$ cat src/rtl/dbg_ctl_pkg.sv
package dbg_ctl_pkg;

  // ****************************************************************
  // Register indices (byte address = index * 4)
  // ****************************************************************
  localparam logic [5:0] IDX_CONTROL_ONE = 6'h20;
  localparam logic [5:0] IDX_STATUS      = 6'h21;
  localparam logic [5:0] IDX_TRACE_CTL   = 6'h22;
  localparam logic [5:0] IDX_TRACE_COUNT = 6'h26;
  localparam logic [5:0] IDX_STATE_CTL   = 6'h27;
  localparam logic [5:0] IDX_WIN_FIRST   = 6'h28;
  localparam logic [5:0] IDX_WIN_LAST    = 6'h2f;

  // ****************************************************************
  // Field positions
  // ****************************************************************
  localparam int CTL_ARM_BIT    = 7;
  localparam int CTL_IMMEDIATE_TRIGGER_REQUEST_BIT   = 6;
  localparam int CTL_ACTION_BIT = 4;
  localparam int CTL_BRK_BIT    = 3;
  localparam int CTL_BANK_LSB   = 0;
  localparam int STAT_FULL_BIT  = 7;
  localparam int TCR_SOURCE_BIT = 6;
  localparam int TCR_ALIGN_BIT  = 0;

  // ****************************************************************
  // Reset values and sizes
  // ****************************************************************
  localparam logic [7:0] CONTROL_ONE_RST = 8'h00;
  localparam logic [7:0] TRACE_CTL_RST   = 8'h00;
  localparam logic [3:0] STATE_CTL_RST   = 4'h0;
  localparam logic [2:0] FLAGS_RST       = 3'h0;
  localparam int         TRACE_LINES     = 64;
  localparam int         WINDOW_BYTES    = 8;

  // Comparator bank select codes
  localparam logic [1:0] BANK_A    = 2'h0;
  localparam logic [1:0] BANK_B    = 2'h1;
  localparam logic [1:0] BANK_C    = 2'h2;
  localparam logic [1:0] BANK_NONE = 2'h3;

  // Sequencer states, codes equal to the state flags
  typedef enum logic [2:0] {
    SEQ_STATE0 = 3'b000,
    SEQ_STATE1 = 3'b001,
    SEQ_STATE2 = 3'b010,
    SEQ_STATE3 = 3'b011,
    SEQ_FINAL  = 3'b100
  } seq_state_t;

endpackage

$ cat src/rtl/cmp_bank.sv
`timescale 1ns/1ps
`default_nettype none
module cmp_bank
  import dbg_ctl_pkg::*;
#(
  parameter int BYTES = WINDOW_BYTES
) (
  // Clock and reset
  input  wire logic                     clk_i,
  input  wire logic                     rst_i,
  // Byte access
  input  wire logic                     wr_en_i,
  input  wire logic [$clog2(BYTES)-1:0] sel_i,
  input  wire logic [7:0]               wdata_i,
  output logic      [7:0]               rdata_o
);

  initial begin
    if (BYTES < 2) $error("cmp_bank: BYTES must be at least 2");
  end

  logic [7:0] mem [BYTES];

  // Byte storage of one comparator
  always_ff @(posedge clk_i) begin
    if (rst_i) begin
      for (int i = 0; i < BYTES; i++) mem[i] <= 8'h00;
    end else if (wr_en_i) begin
      mem[sel_i] <= wdata_i;
    end
  end

  assign rdata_o = mem[sel_i];

endmodule
`default_nettype wire

$ cat src/rtl/dbg_arm_ctl.sv
// Behaviour
// - Arm bit software set/clear, auto-cleared on end
// - Arming enters state one, flags 001
// - Trigger write one requests; reads zero
// - No tracing without source; begin-tracing ignores trigger
// - Secure mode blocks tracing and trigger tracing
// - Trigger with arm together reaches final; ends session unless tracing starts
// - After triggered tracing, breakpoint per settings
// - Action select picks background mode or interrupt
// - Final state breakpoint, after tracing or immediately
// - Bank select maps comparator into window
// - Bank select chooses state control or match
// - Full flag set after 64 stored lines
// - Full cleared by arm write, power-on only
// - Full flag in status and count bit7
// - Flags follow every sequencer transition except software disarm
// - Software disarm keeps last flags
// - Internal end returns state zero, flags 000
// - Flag encoding, final state is 100
// - Status readable always, writes ignored
// - Armed: only arm, trigger, bank writable
// - Action and enable writable only while disarmed
//
// The APB slave port was chosen for this implementation.
`timescale 1ns/1ps
`default_nettype none
module dbg_arm_ctl
  import dbg_ctl_pkg::*;
#(
  parameter int ADDR_W = 8
) (
  // Clock and resets
  input  wire logic              clk_i,
  input  wire logic              rst_i,
  input  wire logic              por_i,
  // APB slave
  input  wire logic              psel,
  input  wire logic              penable,
  input  wire logic              pwrite,
  input  wire logic [ADDR_W-1:0] paddr,
  input  wire logic [31:0]       pwdata,
  output logic      [31:0]       prdata,
  output logic                   pready,
  output logic                   pslverr,
  // System state
  input  wire logic              secure_i,
  input  wire logic              bdm_enabled_i,
  input  wire logic              bdm_active_i,
  // Sequencer steps from match logic
  input  wire logic              seq_step_i,
  input  wire logic [2:0]        seq_target_i,
  input  wire logic [2:0]        match_flags_i,
  // Trace datapath
  input  wire logic              trace_store_i,
  input  wire logic              trace_done_i,
  output logic                   trace_active_o,
  output logic                   trace_align_begin_o,
  // Breakpoint requests and session status
  output logic                   bdm_break_o,
  output logic                   swi_o,
  output logic                   armed_o,
  output logic      [2:0]        sequencer_state_flags_o
);

  initial begin
    if (ADDR_W < 8) $error("dbg_arm_ctl: ADDR_W must be at least 8");
  end

  // ****************************************************************
  // Register state
  // ****************************************************************
  logic       arm;
  logic       breakpoint_action_select;
  logic       final_state_breakpoint_enable;
  logic [1:0] comparator_bank_select;
  logic       trace_source_enable;
  logic       trigger_alignment;
  logic [3:0] state_ctl [3];
  logic       immediate_trigger_request_pending;
  logic       tracing;
  seq_state_t seq_state;
  logic [2:0] sequencer_state_flags;

  // ****************************************************************
  // Bus decode
  // ****************************************************************
  logic [5:0] idx;
  logic       aligned;
  logic       acc;
  logic       wr;
  logic       hit_ctl;
  logic       hit_stat;
  logic       hit_tcr;
  logic       hit_cnt;
  logic       hit_scr;
  logic       hit_win;
  logic       mapped;

  assign idx      = paddr[7:2];
  assign aligned  = (paddr[1:0] == 2'h0) && ((paddr >> 8) == '0);
  assign acc      = psel && penable;
  assign wr       = acc && pwrite;
  assign hit_ctl  = aligned && (idx == IDX_CONTROL_ONE);
  assign hit_stat = aligned && (idx == IDX_STATUS);
  assign hit_tcr  = aligned && (idx == IDX_TRACE_CTL);
  assign hit_cnt  = aligned && (idx == IDX_TRACE_COUNT);
  assign hit_scr  = aligned && (idx == IDX_STATE_CTL);
  assign hit_win  = aligned && (idx >= IDX_WIN_FIRST) && (idx <= IDX_WIN_LAST);
  assign mapped   = hit_ctl || hit_stat || hit_tcr || hit_cnt || hit_scr || hit_win;

  // Zero wait states; unmapped or misaligned access flags an error
  assign pready  = 1'b1;
  assign pslverr = acc && !mapped;

  // Control register write strobes
  logic wr_ctl;
  logic wr_arm_one;
  logic wr_immediate_trigger_request;
  logic cfg_open;

  assign wr_ctl     = wr && hit_ctl;
  assign wr_arm_one = wr_ctl && pwdata[CTL_ARM_BIT];
  assign wr_immediate_trigger_request    = wr_ctl && pwdata[CTL_IMMEDIATE_TRIGGER_REQUEST_BIT];
  assign cfg_open   = !arm;

  // ****************************************************************
  // Session events
  // ****************************************************************
  logic trace_en;
  logic step_ok;
  logic go_final;
  logic trace_end;
  logic session_end;
  logic brk_fire;

  // Tracing needs the source enable and an unsecured system
  assign trace_en  = trace_source_enable && !secure_i;
  // Steps only into states one to three or final
  assign step_ok   = seq_step_i && (seq_target_i != SEQ_STATE0)
                     && (seq_target_i <= SEQ_FINAL);
  // Final reached by sequencer or by trigger; ignored once tracing
  assign go_final  = arm && !tracing && !wr_ctl
                     && (immediate_trigger_request_pending || (step_ok && seq_target_i == SEQ_FINAL));
  assign trace_end = tracing && trace_done_i;
  // Session ends after tracing, or at final without tracing
  assign session_end = trace_end || (go_final && !trace_en);
  assign brk_fire    = session_end && final_state_breakpoint_enable;

  // Breakpoint routing
  logic next_bdm_break;
  logic next_swi;

  assign next_bdm_break = brk_fire && breakpoint_action_select && bdm_enabled_i;
  assign next_swi       = brk_fire && ((breakpoint_action_select && !bdm_enabled_i)
                          || (!breakpoint_action_select && !bdm_active_i));

  // ****************************************************************
  // Control register one
  // ****************************************************************
  // Arm, bank select, action and enable bits
  always_ff @(posedge clk_i) begin
    if (rst_i || por_i) begin
      arm                           <= CONTROL_ONE_RST[CTL_ARM_BIT];
      breakpoint_action_select      <= CONTROL_ONE_RST[CTL_ACTION_BIT];
      final_state_breakpoint_enable <= CONTROL_ONE_RST[CTL_BRK_BIT];
      comparator_bank_select        <= CONTROL_ONE_RST[CTL_BANK_LSB +: 2];
    end else if (wr_ctl) begin
      arm                    <= pwdata[CTL_ARM_BIT];
      comparator_bank_select <= pwdata[CTL_BANK_LSB +: 2];
      if (cfg_open) begin
        breakpoint_action_select      <= pwdata[CTL_ACTION_BIT];
        final_state_breakpoint_enable <= pwdata[CTL_BRK_BIT];
      end
    end else if (session_end) begin
      arm <= 1'b0;
    end
  end

  // Trigger request held for one cycle, acted on while armed
  always_ff @(posedge clk_i) begin
    if (rst_i || por_i) begin
      immediate_trigger_request_pending <= 1'b0;
    end else begin
      immediate_trigger_request_pending <= wr_immediate_trigger_request && pwdata[CTL_ARM_BIT];
    end
  end

  // ****************************************************************
  // Trace control and state control registers
  // ****************************************************************
  // Source enable only when disarmed and unsecured
  always_ff @(posedge clk_i) begin
    if (rst_i || por_i) begin
      trace_source_enable <= TRACE_CTL_RST[TCR_SOURCE_BIT];
      trigger_alignment   <= TRACE_CTL_RST[TCR_ALIGN_BIT];
    end else if (wr && hit_tcr && cfg_open) begin
      if (!secure_i) trace_source_enable <= pwdata[TCR_SOURCE_BIT];
      trigger_alignment <= pwdata[TCR_ALIGN_BIT];
    end
  end

  // State control set chosen by bank select; match flags read-only
  always_ff @(posedge clk_i) begin
    if (rst_i || por_i) begin
      for (int i = 0; i < 3; i++) state_ctl[i] <= STATE_CTL_RST;
    end else if (wr && hit_scr && cfg_open && comparator_bank_select != BANK_NONE) begin
      state_ctl[comparator_bank_select] <= pwdata[3:0];
    end
  end

  // ****************************************************************
  // State sequencer
  // ****************************************************************
  // Sequencer state and tracing flag
  always_ff @(posedge clk_i) begin
    if (rst_i || por_i) begin
      seq_state <= SEQ_STATE0;
      tracing   <= 1'b0;
    end else if (wr_ctl) begin
      tracing <= tracing && pwdata[CTL_ARM_BIT];
      if (pwdata[CTL_ARM_BIT] && !arm) begin
        seq_state <= SEQ_STATE1;
      end else if (!pwdata[CTL_ARM_BIT]) begin
        seq_state <= SEQ_STATE0;
      end
    end else if (session_end) begin
      seq_state <= SEQ_STATE0;
      tracing   <= 1'b0;
    end else if (go_final) begin
      seq_state <= SEQ_FINAL;
      tracing   <= trace_en;
    end else if (arm && !tracing && step_ok) begin
      seq_state <= seq_state_t'(seq_target_i);
    end
  end

  // State flags mirror the sequencer, except on software disarm
  always_ff @(posedge clk_i) begin
    if (rst_i || por_i) begin
      sequencer_state_flags <= FLAGS_RST;
    end else if (wr_ctl) begin
      if (pwdata[CTL_ARM_BIT] && !arm) begin
        sequencer_state_flags <= SEQ_STATE1;
      end
    end else if (session_end) begin
      sequencer_state_flags <= SEQ_STATE0;
    end else if (go_final) begin
      sequencer_state_flags <= SEQ_FINAL;
    end else if (arm && !tracing && step_ok) begin
      sequencer_state_flags <= seq_target_i;
    end
  end

  // Breakpoint pulses
  always_ff @(posedge clk_i) begin
    if (rst_i || por_i) begin
      bdm_break_o <= 1'b0;
      swi_o       <= 1'b0;
    end else begin
      bdm_break_o <= next_bdm_break;
      swi_o       <= next_swi;
    end
  end

  // ****************************************************************
  // Trace fill tracking
  // ****************************************************************
  logic [5:0] line_count;
  logic       trace_full_flag;

  trace_fill #(
    .LINES (TRACE_LINES)
  ) u_fill (
    .clk_i   (clk_i),
    .por_i   (por_i),
    .clear_i (wr_arm_one),
    .store_i (tracing && trace_store_i),
    .count_o (line_count),
    .full_o  (trace_full_flag)
  );

  // ****************************************************************
  // Comparator register window
  // ****************************************************************
  logic [2:0] win_sel;
  logic [7:0] bank_rd [3];
  logic [7:0] win_rd;

  assign win_sel = idx[2:0];

  // One byte bank per comparator, written only while disarmed
  for (genvar b = 0; b < 3; b++) begin : g_bank
    cmp_bank #(
      .BYTES (WINDOW_BYTES)
    ) u_bank (
      .clk_i   (clk_i),
      .rst_i   (rst_i || por_i),
      .wr_en_i (wr && hit_win && cfg_open && comparator_bank_select == 2'(b)),
      .sel_i   (win_sel),
      .wdata_i (pwdata[7:0]),
      .rdata_o (bank_rd[b])
    );
  end

  // Selected bank, zero when none
  assign win_rd = (comparator_bank_select == BANK_A) ? bank_rd[0] :
                  (comparator_bank_select == BANK_B) ? bank_rd[1] :
                  (comparator_bank_select == BANK_C) ? bank_rd[2] : 8'h00;

  // ****************************************************************
  // Read data
  // ****************************************************************
  logic [7:0] rd_ctl;
  logic [7:0] rd_stat;
  logic [7:0] rd_tcr;
  logic [7:0] rd_cnt;
  logic [7:0] rd_scr;
  logic [7:0] rd_byte;

  // Trigger bit reads zero
  assign rd_ctl  = {arm, 1'b0, 1'b0, breakpoint_action_select,
                    final_state_breakpoint_enable, 1'b0, comparator_bank_select};
  assign rd_stat = {trace_full_flag, 4'h0, sequencer_state_flags};
  assign rd_tcr  = {1'b0, trace_source_enable, 5'h00, trigger_alignment};
  assign rd_cnt  = {trace_full_flag, 1'b0, line_count};
  assign rd_scr  = (comparator_bank_select == BANK_NONE) ? {5'h00, match_flags_i}
                   : {4'h0, state_ctl[comparator_bank_select]};

  // Read multiplexer
  assign rd_byte = hit_ctl  ? rd_ctl  :
                   hit_stat ? rd_stat :
                   hit_tcr  ? rd_tcr  :
                   hit_cnt  ? rd_cnt  :
                   hit_scr  ? rd_scr  :
                   hit_win  ? win_rd  : 8'h00;

  // Registered read data, low byte only
  always_ff @(posedge clk_i) begin
    if (rst_i || por_i) begin
      prdata <= 32'h0000_0000;
    end else if (psel && !penable && !pwrite) begin
      prdata <= {24'h00_0000, rd_byte};
    end
  end

  // ****************************************************************
  // Outputs
  // ****************************************************************
  assign armed_o                 = arm;
  assign trace_active_o          = tracing;
  assign trace_align_begin_o     = trigger_alignment;
  assign sequencer_state_flags_o = sequencer_state_flags;

endmodule
`default_nettype wire

$ cat src/rtl/trace_fill.sv
`timescale 1ns/1ps
`default_nettype none
module trace_fill
  import dbg_ctl_pkg::*;
#(
  parameter int LINES = TRACE_LINES
) (
  // Clock and power-on reset
  input  wire logic                     clk_i,
  input  wire logic                     por_i,
  // Control
  input  wire logic                     clear_i,
  input  wire logic                     store_i,
  // Status
  output logic      [$clog2(LINES)-1:0] count_o,
  output logic                          full_o
);

  initial begin
    if (LINES < 2 || (LINES & (LINES - 1)) != 0) $error("trace_fill: LINES must be a power of two");
  end

  localparam int CW = $clog2(LINES);
  localparam logic [CW-1:0] LAST = CW'(LINES - 1);

  // Line count wraps; full sticks once the last line is written
  always_ff @(posedge clk_i) begin
    if (por_i) begin
      count_o <= '0;
      full_o  <= 1'b0;
    end else begin
      if (clear_i) begin
        count_o <= '0;
      end else if (store_i) begin
        count_o <= count_o + CW'(1);
      end
      // Last line stored in the cycle of an arm write still sets full
      if (store_i && count_o == LAST) begin
        full_o <= 1'b1;
      end else if (clear_i) begin
        full_o <= 1'b0;
      end
    end
  end

endmodule
`default_nettype wire

$ cat config.mk
export PLATFORM = sky130hd
export DESIGN_NAME = dbg_arm_ctl
export DESIGN_NICKNAME = d
export VERILOG_FILES = /design/src/rtl/dbg_ctl_pkg.sv /design/src/rtl/cmp_bank.sv /design/src/rtl/dbg_arm_ctl.sv /design/src/rtl/trace_fill.sv
export SDC_FILE = /design/constraint.sdc
export NUM_CORES = 1
export LEC_CHECK = 0
export ABC_CLOCK_PERIOD_IN_PS = 3200
export BUFFER_PORTS_ARGS = -buffer_cell sky130_fd_sc_hd__buf_2
export CORE_UTILIZATION = 60
export CTS_CLUSTER_DIAMETER = 80
export DETAILED_ROUTE_END_ITERATION = 10
export PLACE_DENSITY = 0.87
export SETUP_SLACK_MARGIN = 0.1
export SKIP_CTS_REPAIR_TIMING = 1
export SYNTH_ARGS = -nofsm -noshare
export SYNTH_HDL_FRONTEND = slang
export SYNTH_SLANG_ARGS = --single-unit
$ cat constraint.sdc
create_clock -name clk_i -period 3.2 [get_ports clk_i]
set_input_delay 0.32 -clock clk_i [delete_from_list [all_inputs] [get_ports clk_i]]
set_output_delay 0.32 -clock clk_i [all_outputs]
set_load 0.005 [all_outputs]
==> results of run 1 <==
cell usage in the layout, fill, tap and decap left out, types with 3 or more instances in the layout:
master      instances
nand2_1            45
nand4_1             4
buf_4              62
o22ai_1            14
clkbuf_1            3
nor2b_1            10
nand2b_1           11
o211ai_1            4
o221ai_1           16
mux2i_1            23
mux2_2             18
clkbuf_16          26
dfxtp_1            31
a21oi_1            33
mux4_2             15
or2_2               4
nor2_1             69
edfxtp_1          208
buf_2              50
and2_1            205
o21ai_0            52
clkinv_1            4
clkbuf_8            4
clkinvlp_4          3
a221oi_1           10
a22oi_1             6
and3_1              3
conb_1             29
xnor2_1             3
a2111oi_0           4
a31oi_1             9
o31ai_1             3
inv_1               8
nand3_1            16
nor3_1              4
metrics by stage:
step                total power (uW)  area (um2)  util (%)  instances  hold slack [ns]
floorplan                       3853       11590         -        983           0.3891
global placement                4022       12210     65.07       1250           0.4460
detailed placement              4039       12210     65.07       1250           0.4493
CTS                             6793       13020     69.36       1294          0.01887
global route                    6949       13020     69.36       1294          0.03703
finish                          6818       13020     69.36       1294          0.02943
final cells by class:
cell class	instances	share of cell area, %
clock buffers	33	5.507
clock inverters	11	0.6728
inverters	9	0.2595
multi-input cells	654	32.76
flip-flops and latches	239	52.75
well taps	234	2.249
repair buffers	114	5.805
worst paths after layout:
check	startpoint	to	slack (ns)	cells after the start
max	paddr[2]	pslverr	0.61	5
min	por_i	u_fill.full_o	0.03	2
max reg2reg	comparator_bank_select[1]	g_bank[0].u_bank.mem[3][4]	0.98	5
min reg2reg	u_fill.full_o	u_fill.full_o	0.47	2
where the power goes:
group          switching (uW)  internal, uW
Clock                    1170          1650
Combinational             322           154
Sequential               37.3          3480
registers in the layout, indices dropped and copies added (netlist names), 2 cells and up, named ones only:
| name | flops |
|---|---|
| g_bank.u_bank.mem | 192 |
| u_fill.count_o | 6 |
| state_ctl | 16 |
| sequencer_state_flags_o | 3 |
| prdata | 8 |
| comparator_bank_select | 2 |
layer usage:
layer / track usage (%) / wire, um / vias up
li1: - / - / 3616
met1: 40.00 / 10930 / 4062
met2: 52.87 / 14440 / 675
met3: 6.256 / 3709 / 134
met4: 14.46 / 1448 / 0
met5: 0 / 0 / -
cells by family after synthesis:
group,count (synthesis),share of synthesized area (%)
simple gates,389,19.08
flops,239,59.74
other cells,2,0.06534
buf+inv,90,4.060
xor+xnor,5,0.3811
compound gates,174,9.852
fa+ha+maj,1,0.1088
mux,56,6.706
==> results.yml, run 1 <==
layout:
  drive_gt1_share_pct: 19.34
  antennaDiodeCount: 0
  fin_nets: 1101
  nFillCells: 1274
  area_growth_pct: 13.26
  register_area_mm2: 0.006867
  multi_input_area_mm2: 0.004264
yosys:
  synthDistinctLibCells: 67
  synth-seq-cells: 239
  ys_warn_count: 0
  synth_seq_area_share_pct: 59.74
  synthCells: 956
  yosys-top-cells-count: "edfxtp_1, and2_1, nor2_1, o21ai_0, nand2_1"
  syn_avg_cell_area_um2: 12.02
  synthFlopType: "edfxtp_1"
  yosysTopAreaCellShare_pct: 54.34
  synth.most_common_cell: "edfxtp_1"
  yosysTopAreaCell: "edfxtp_1"
  synth_edf_count: 208
  ys_top_cells_by_area: "edfxtp_1, and2_1, dfxtp_1"
  ys_async_sr_fraction_pct: 0
  syn_area_mm2: 0.01149
status:
  run_status: "completed"
place:
  gp_congestion: 0.9838
  io_buffers: 50
  hpwl_um: 20420
  pre_cts_slack_ns: 0.6511
clock_tree:
  htree_levels: 1
  cts_root_buffer: "clkbuf_16"
  worstSkewPairLatency_ns: 0.52
  clockBufferDepth: 3
  numCtsBuffers: 24
  cts_tree: "built"
  cts_sinks: 239
  cts.clk_slew.worst_paths_ns: 0.06
setup_path:
  cp_num_buf_inv: 3
  critPathMaxFanout: 28
  arrival_ns: 2.27
  crit_family: "buffers and inverters"
  cp_common_cell: "buf_2"
  critPathSlowestCell: "a311oi_1"
  max_stage_delay_ns: 0.52
  crit_type: "input port to output pin"
  required_ns: 2.88
  critPathLaunchType: "input port"
  critical_path.cell_chain: "buf_2, buf_4, nand3b_1, a311oi_1, buf_2"
  cp-end-kind: "output pin"
floorplanning:
  start_util_pct: 61.24
  fp.dieW_um: 140.4
  die_area_mm2: 0.01971
  coreArea_mm2: 0.01877
  die_h_um: 140.4
  rows: 50
  ios: 100
global_routing:
  grt_pass1_vias: 8263
  antenna_found_initial: 0
  grt_max_degree: 31
  grt-ovfl-total: 0
  grt_pass1_wl_um: 46720
  track_usage_pct: 31.64
sta:
  slew_headroom_pct: 53.51
  finalSetupTns_ns: 0
  worstMarginPinSlew_ns: 0.6797
  slew_violations: 0
  hold_violations: 0
  period_needed_ns: 2.594
  fin_ws_ns: 0.6060
  period_share_pct: 81.06
  setup_viol: 0
  rsz0062_at_grt: "false"
  timing.fmax_mhz: 385.5
  fin_worst_skew_ns: 0.01029
routing:
  routed_wl_um: 30530
  vias: 8487
  dr.pass1.iters: 6
  detail_route.drc_violations: 0
  ant_nets: 0
  wl_per_cell_um: 23.59
  viasPerCell: 6.559
  drtIter0Drc: 1026
power_and_ir_drop:
  p_per_area_mw_per_mm2: 523.8
  leakagePower_uw: 0.005049
  irDropWorstVdd_mv: 0.2762
min_path:
  worst_hold_path_type: "input port to flop"
run:
  maxCapViolCount: 0
Power figures use the tool's default switching activity.
==> run 2, diff against run 1 <==
--- a/config.mk
+++ b/config.mk
@@ -5,7 +5,7 @@
 export SDC_FILE = /design/constraint.sdc
 export NUM_CORES = 1
 export LEC_CHECK = 0
-export ABC_CLOCK_PERIOD_IN_PS = 3200
+export ABC_CLOCK_PERIOD_IN_PS = 2500
 export BUFFER_PORTS_ARGS = -buffer_cell sky130_fd_sc_hd__buf_2
 export CORE_UTILIZATION = 60
 export CTS_CLUSTER_DIAMETER = 80
==> constraint.sdc (replaced) <==
create_clock -name clk_i -period 2.5 [get_ports clk_i]
set_input_delay 0.25 -clock clk_i [delete_from_list [all_inputs] [get_ports clk_i]]
set_output_delay 0.25 -clock clk_i [all_outputs]
set_load 0.005 [all_outputs]
==> run 2 against run 1 <==
Net effect:
- count of clock-buffer cells in the layout is 6 lower
- sequential share of layout area is 0.58 points lower
- register-to-register slack worse by 0.68 ns
- highest routed layer unchanged
- via count is 1.4% lower
- critical endpoint is now g_bank[0].u_bank.mem[2][7]
- combinational power is 32% higher
- global-route usage is 0.17 points lower
- cell count is 0.93% higher
==> results.yml, run 2 (synthesized netlist as in run 1, its figures left out) <==
clock_tree:
  cts.clk_slew.worst_paths_ns: 0.06
  cts_tree: "built"
  cts_sinks: 239
  cts_root_buffer: "clkbuf_16"
  worstSkewPairLatency_ns: 0.53
  numCtsBuffers: 24
  clockBufferDepth: 3
  htree_levels: 1
layout:
  max_flop_register: "g_bank.u_bank.mem"
  fin_cells: 1306
  final_cell_mix: "edfxtp_1, and2_1, buf_4"
  fin_util_pct: 70.13
  largest_register_ffs: 192
  drive_gt1_share_pct: 20.06
  antennaDiodeCount: 0
  fin_nets: 1115
  nFillCells: 1187
  largestRegisters: "g_bank.u_bank.mem: 192 flops, state_ctl: 16 flops, prdata: 8 flops"
  design_area_mm2: 0.01316
  layout_commonest_cell: "edfxtp_1"
  area_growth_pct: 14.51
place:
  io_buffers: 50
  placed_cell_area_mm2: 0.01230
  hpwl_um: 20420
  place_inst: 1262
  gp_congestion: 0.9868
power_and_ir_drop:
  leakagePower_uw: 0.005128
  irDropWorstVdd_mv: 0.3410
  p_per_area_mw_per_mm2: 681.4
min_path:
  worst_hold_path_type: "input port to flop"
  min_from: "trace_store_i"
setup_path:
  cp-end-kind: "flop"
  timing.critical_path.from: "por_i"
  critPathMaxFanout: 16
  timing.rr.start: "comparator_bank_select[1]"
  arrival_ns: 2.67
  required_ns: 2.88
  critPathLaunchType: "input port"
  crit_type: "input port to flop"
floorplanning:
  start_util_pct: 61.24
  coreArea_mm2: 0.01877
  rows: 50
  fp.dieW_um: 140.4
  die_h_um: 140.4
  die_area_mm2: 0.01971
  ios: 100
routing:
  detail_route.drc_violations: 0
  ant_nets: 0
  viasPerCell: 6.407
  routed_wl_um: 30820
  drtIter0Drc: 1215
  wl_per_cell_um: 23.60
  dr.pass1.iters: 6
  vias: 8367
sta:
  rsz0062_at_grt: "false"
  timing.fmax_mhz: 436.6
  hold_violations: 0
  slew_violations: 0
  worstMarginPinSlew_ns: 0.6621
  setup_viol: 0
  fin_worst_skew_ns: 0.01046
  slew_headroom_pct: 55.86
  period_share_pct: 91.61
  finalSetupTns_ns: 0
  period_needed_ns: 2.290
status:
  run_status: "completed"
global_routing:
  grt_pass1_wl_um: 46520
  grt-ovfl-total: 0
  track_usage_pct: 31.47
  grt_pass1_vias: 7979
  antenna_found_initial: 0
  grt_max_degree: 32
run:
  maxCapViolCount: 0
[run 2: cell count changes in the layout (fill, tap and decap cells not counted), sizes merged]
cell,previous run,this run
buf,114,126
dlygate4sd3,0,2
bufinv,1,5
clkinv,7,9
clkinvlp,4,2
clkbuf,33,27
[run 2: report_power, final]
part,total [uW],switching [uW],internal (uW)
Clock,3830,1500,2330
Sequential,4510,50.8,4460
Combinational,626,410,216
Total,8970,1960,7000
[run 2: cell type report]
type                            count  area (um2)  share of cell area (%)
Tap cell                          234       292.8                   2.225
Sequential cell                   239        6867                   52.17
Multi-Input combinational cell    654        4267                   32.42
Timing Repair Buffer              128       865.8                   6.579
Clock inverter                     15       202.7                   1.540
Inverter                            9       33.78                  0.2567
Clock buffer                       27       633.1                   4.810
[run 2: metal layers]
layer  routed length (um)  global-route usage, %  vias up
met2                14550                  51.21      602
li1                     -                      -     3648
met4                 1382                  14.98        0
met3                 3295                  5.778      102
met1                11590                  41.07     4015
met5                    0                      0        -
[run 2: critical path: stages]
cell	delay [ns]
dlygate4sd3_1	0.53
buf_2	0.15
or2_2	0.33
nor3_1	0.21
buf_4	0.19
nand3_1	0.08
buf_4	0.21
nor2_1	0.51
and2_1	0.22
[run 2: through the flow]
step	hold slack [ns]	power, uW	worst slack, ns
2_1_floorplan	0.3191	4931	0.08372
3_3_place_gp	0.4442	5168	0.1871
3_5_place_dp	0.4578	5190	0.1612
4_1_cts	-0.06842	8960	0.2893
5_1_grt	0.03015	9167	0.1244
6_report	0.01743	8968	0.2098
[run 2: worst paths after layout]
path	to	slack (ns)	depth (start not counted)
worst max register to register	g_bank[2].u_bank.mem[0][1]	0.30	5
worst min register to register	prdata[1]	0.47	2
worst min-delay path	u_fill.count_o[1]	0.02	3
worst max-delay path	g_bank[0].u_bank.mem[2][7]	0.21	9
==> run 3, diff against run 2 <==
--- a/config.mk
+++ b/config.mk
@@ -6,7 +6,7 @@
 export NUM_CORES = 1
 export LEC_CHECK = 0
 export ABC_CLOCK_PERIOD_IN_PS = 2500
-export BUFFER_PORTS_ARGS = -buffer_cell sky130_fd_sc_hd__buf_2
+export BUFFER_PORTS_ARGS = -buffer_cell sky130_fd_sc_hd__buf_4
 export CORE_UTILIZATION = 60
 export CTS_CLUSTER_DIAMETER = 80
 export DETAILED_ROUTE_END_ITERATION = 10
==> run 3 against run 2 <==
Net effect:
- sequential cell count unchanged
- sequential share of layout area decreased by 0.49 points
- register-to-register slack improved by 0.13 ns
- critical path depth decreased by 2
- non-clock buffer count increased by 3
- power decreased by 0.42%
- via count increased by 1.1%
- global-route usage increased by 0.62 points
- sequential power about the same
- first-iteration DRC count decreased by 1.9%
- clock power decreased by 1%
- count of clock-buffer cells in the layout increased by 5
- critical path type is now flop to flop
==> results.yml, run 3 (synthesized netlist as in run 1, its figures left out) <==
place:
  gp_congestion: 0.9782
  io_buffers: 50
  pre_cts_slack_ns: 0.03146
  hpwl_um: 21010
setup_path:
  timing.rr.start: "armed_o"
  reg2reg_to: "g_bank[1].u_bank.mem[2][7]"
  arrival_ns: 2.45
  worstRegToRegCells: 7
  cp-end-kind: "flop"
  rrSetupSlack_ns: 0.43
  critPathLaunchType: "flop"
  critPathMaxFanout: 16
  required_ns: 2.88
  crit_type: "flop to flop"
global_routing:
  grt_max_degree: 31
  antenna_found_initial: 0
  grt-ovfl-total: 0
  grt_pass1_wl_um: 47290
  grt_pass1_vias: 8229
  track_usage_pct: 32.09
power_and_ir_drop:
  leakagePower_uw: 0.005173
  irDropWorstVdd_mv: 0.4967
  p_per_area_mw_per_mm2: 672.1
layout:
  drive_gt1_share_pct: 20.61
  max_flop_register: "g_bank.u_bank.mem"
  fin_util_pct: 70.79
  area_growth_pct: 15.60
  final_cell_mix: "edfxtp_1, and2_1, buf_4"
  largest_register_ffs: 192
  antennaDiodeCount: 0
  largestRegisters: "g_bank.u_bank.mem: 192 flops, state_ctl: 16 flops, prdata: 8 flops"
  fin_nets: 1118
  layout_commonest_cell: "edfxtp_1"
clock_tree:
  numCtsBuffers: 24
  cts_root_buffer: "clkbuf_16"
  cts_sinks: 239
  htree_levels: 1
  worstSkewPairLatency_ns: 0.52
  clockBufferDepth: 3
  cts.clk_slew.worst_paths_ns: 0.06
  cts_tree: "built"
sta:
  slew_headroom_pct: 48.17
  slew_violations: 0
  hold_violations: 0
  finalSetupTns_ns: 0
  timing.fmax_mhz: 482.9
  fin_worst_skew_ns: 0.01406
  setup_viol: 0
  worstMarginPinSlew_ns: 0.7759
  period_needed_ns: 2.071
  fin_ws_ns: 0.4291
  period_share_pct: 82.84
  rsz0062_at_grt: "false"
  whs_ns: 0.04246
min_path:
  worst_hold_path_type: "input port to flop"
  whs_path_depth: 4
  holdPathEnd: "trace_source_enable"
  min_from: "secure_i"
floorplanning:
  start_util_pct: 61.24
  rows: 50
  fp.dieW_um: 140.4
  die_h_um: 140.4
  die_area_mm2: 0.01971
  coreArea_mm2: 0.01877
  ios: 100
routing:
  ant_nets: 0
  viasPerCell: 6.450
  routed_wl_um: 30990
  detail_route.drc_violations: 0
  vias: 8456
  dr.pass1.iters: 6
  wl_per_cell_um: 23.64
  drtIter0Drc: 1192
run:
  maxCapViolCount: 0
status:
  run_status: "completed"
-- run 3: cell count changes in the layout (fill, tap and decap cells not counted), moves of 2 or more --
cell	change
buf_12	-2
bufinv_16	-2
clkbuf_8	+3
clkinv_1	-4
buf_4	+55
clkinv_2	+3
buf_2	-50
-- run 3: report_power, final --
group,switching (uW),total [uW],internal [uW]
sequential,50.4,4510,4460
clock,1490,3780,2290
combinational,411,640,228
-- run 3: worst max path at each step --
stage,from,to,depth (start not counted)
floorplan,paddr[1],g_bank[0].u_bank.mem[3][0],5
global placement,paddr[4],g_bank[1].u_bank.mem[6][1],5
detailed placement,paddr[4],g_bank[0].u_bank.mem[6][3],5
CTS,paddr[4],g_bank[0].u_bank.mem[6][4],5
global route,armed_o,g_bank[0].u_bank.mem[7][7],7
finish,armed_o,g_bank[1].u_bank.mem[2][7],7
-- run 3: metrics by stage --
stage / total power (uW) / area, um2 / instances
6_report: 8930 / 13290 / 1311
5_1_grt: 9118 / 13290 / 1311
4_1_cts: 8905 / 13270 / 1309
3_5_place_dp: 5202 / 12430 / 1265
3_3_place_gp: 5184 / 12430 / 1265
2_1_floorplan: 4931 / 11590 / 983
-- run 3: metal layers --
layer  global-route usage, %  part of all wire, %
met2                   53.61                   48
met5                       0                    0
met4                   14.81                  4.3
met1                   42.15                   38
met3                   4.000                   10
-- run 3: worst max-delay path, cell delays in order, from the launching register on --
cell and delay [ns]:
dfxtp_1 0.31, buf_4 0.16, nor3_1 0.25, buf_4 0.19, nand3_1 0.09, buf_4 0.21, nor2_1 0.49, and2_1 0.21
-- run 3: cell type report --
class	count	area [um2]
timing repair buffer	131	988.4
fill	1210	5482
inverter	9	33.78
sequential	239	6867
tap	234	292.8
multi-input combinational	654	4264
clock buffer	32	703.2
clock inverter	12	137.6
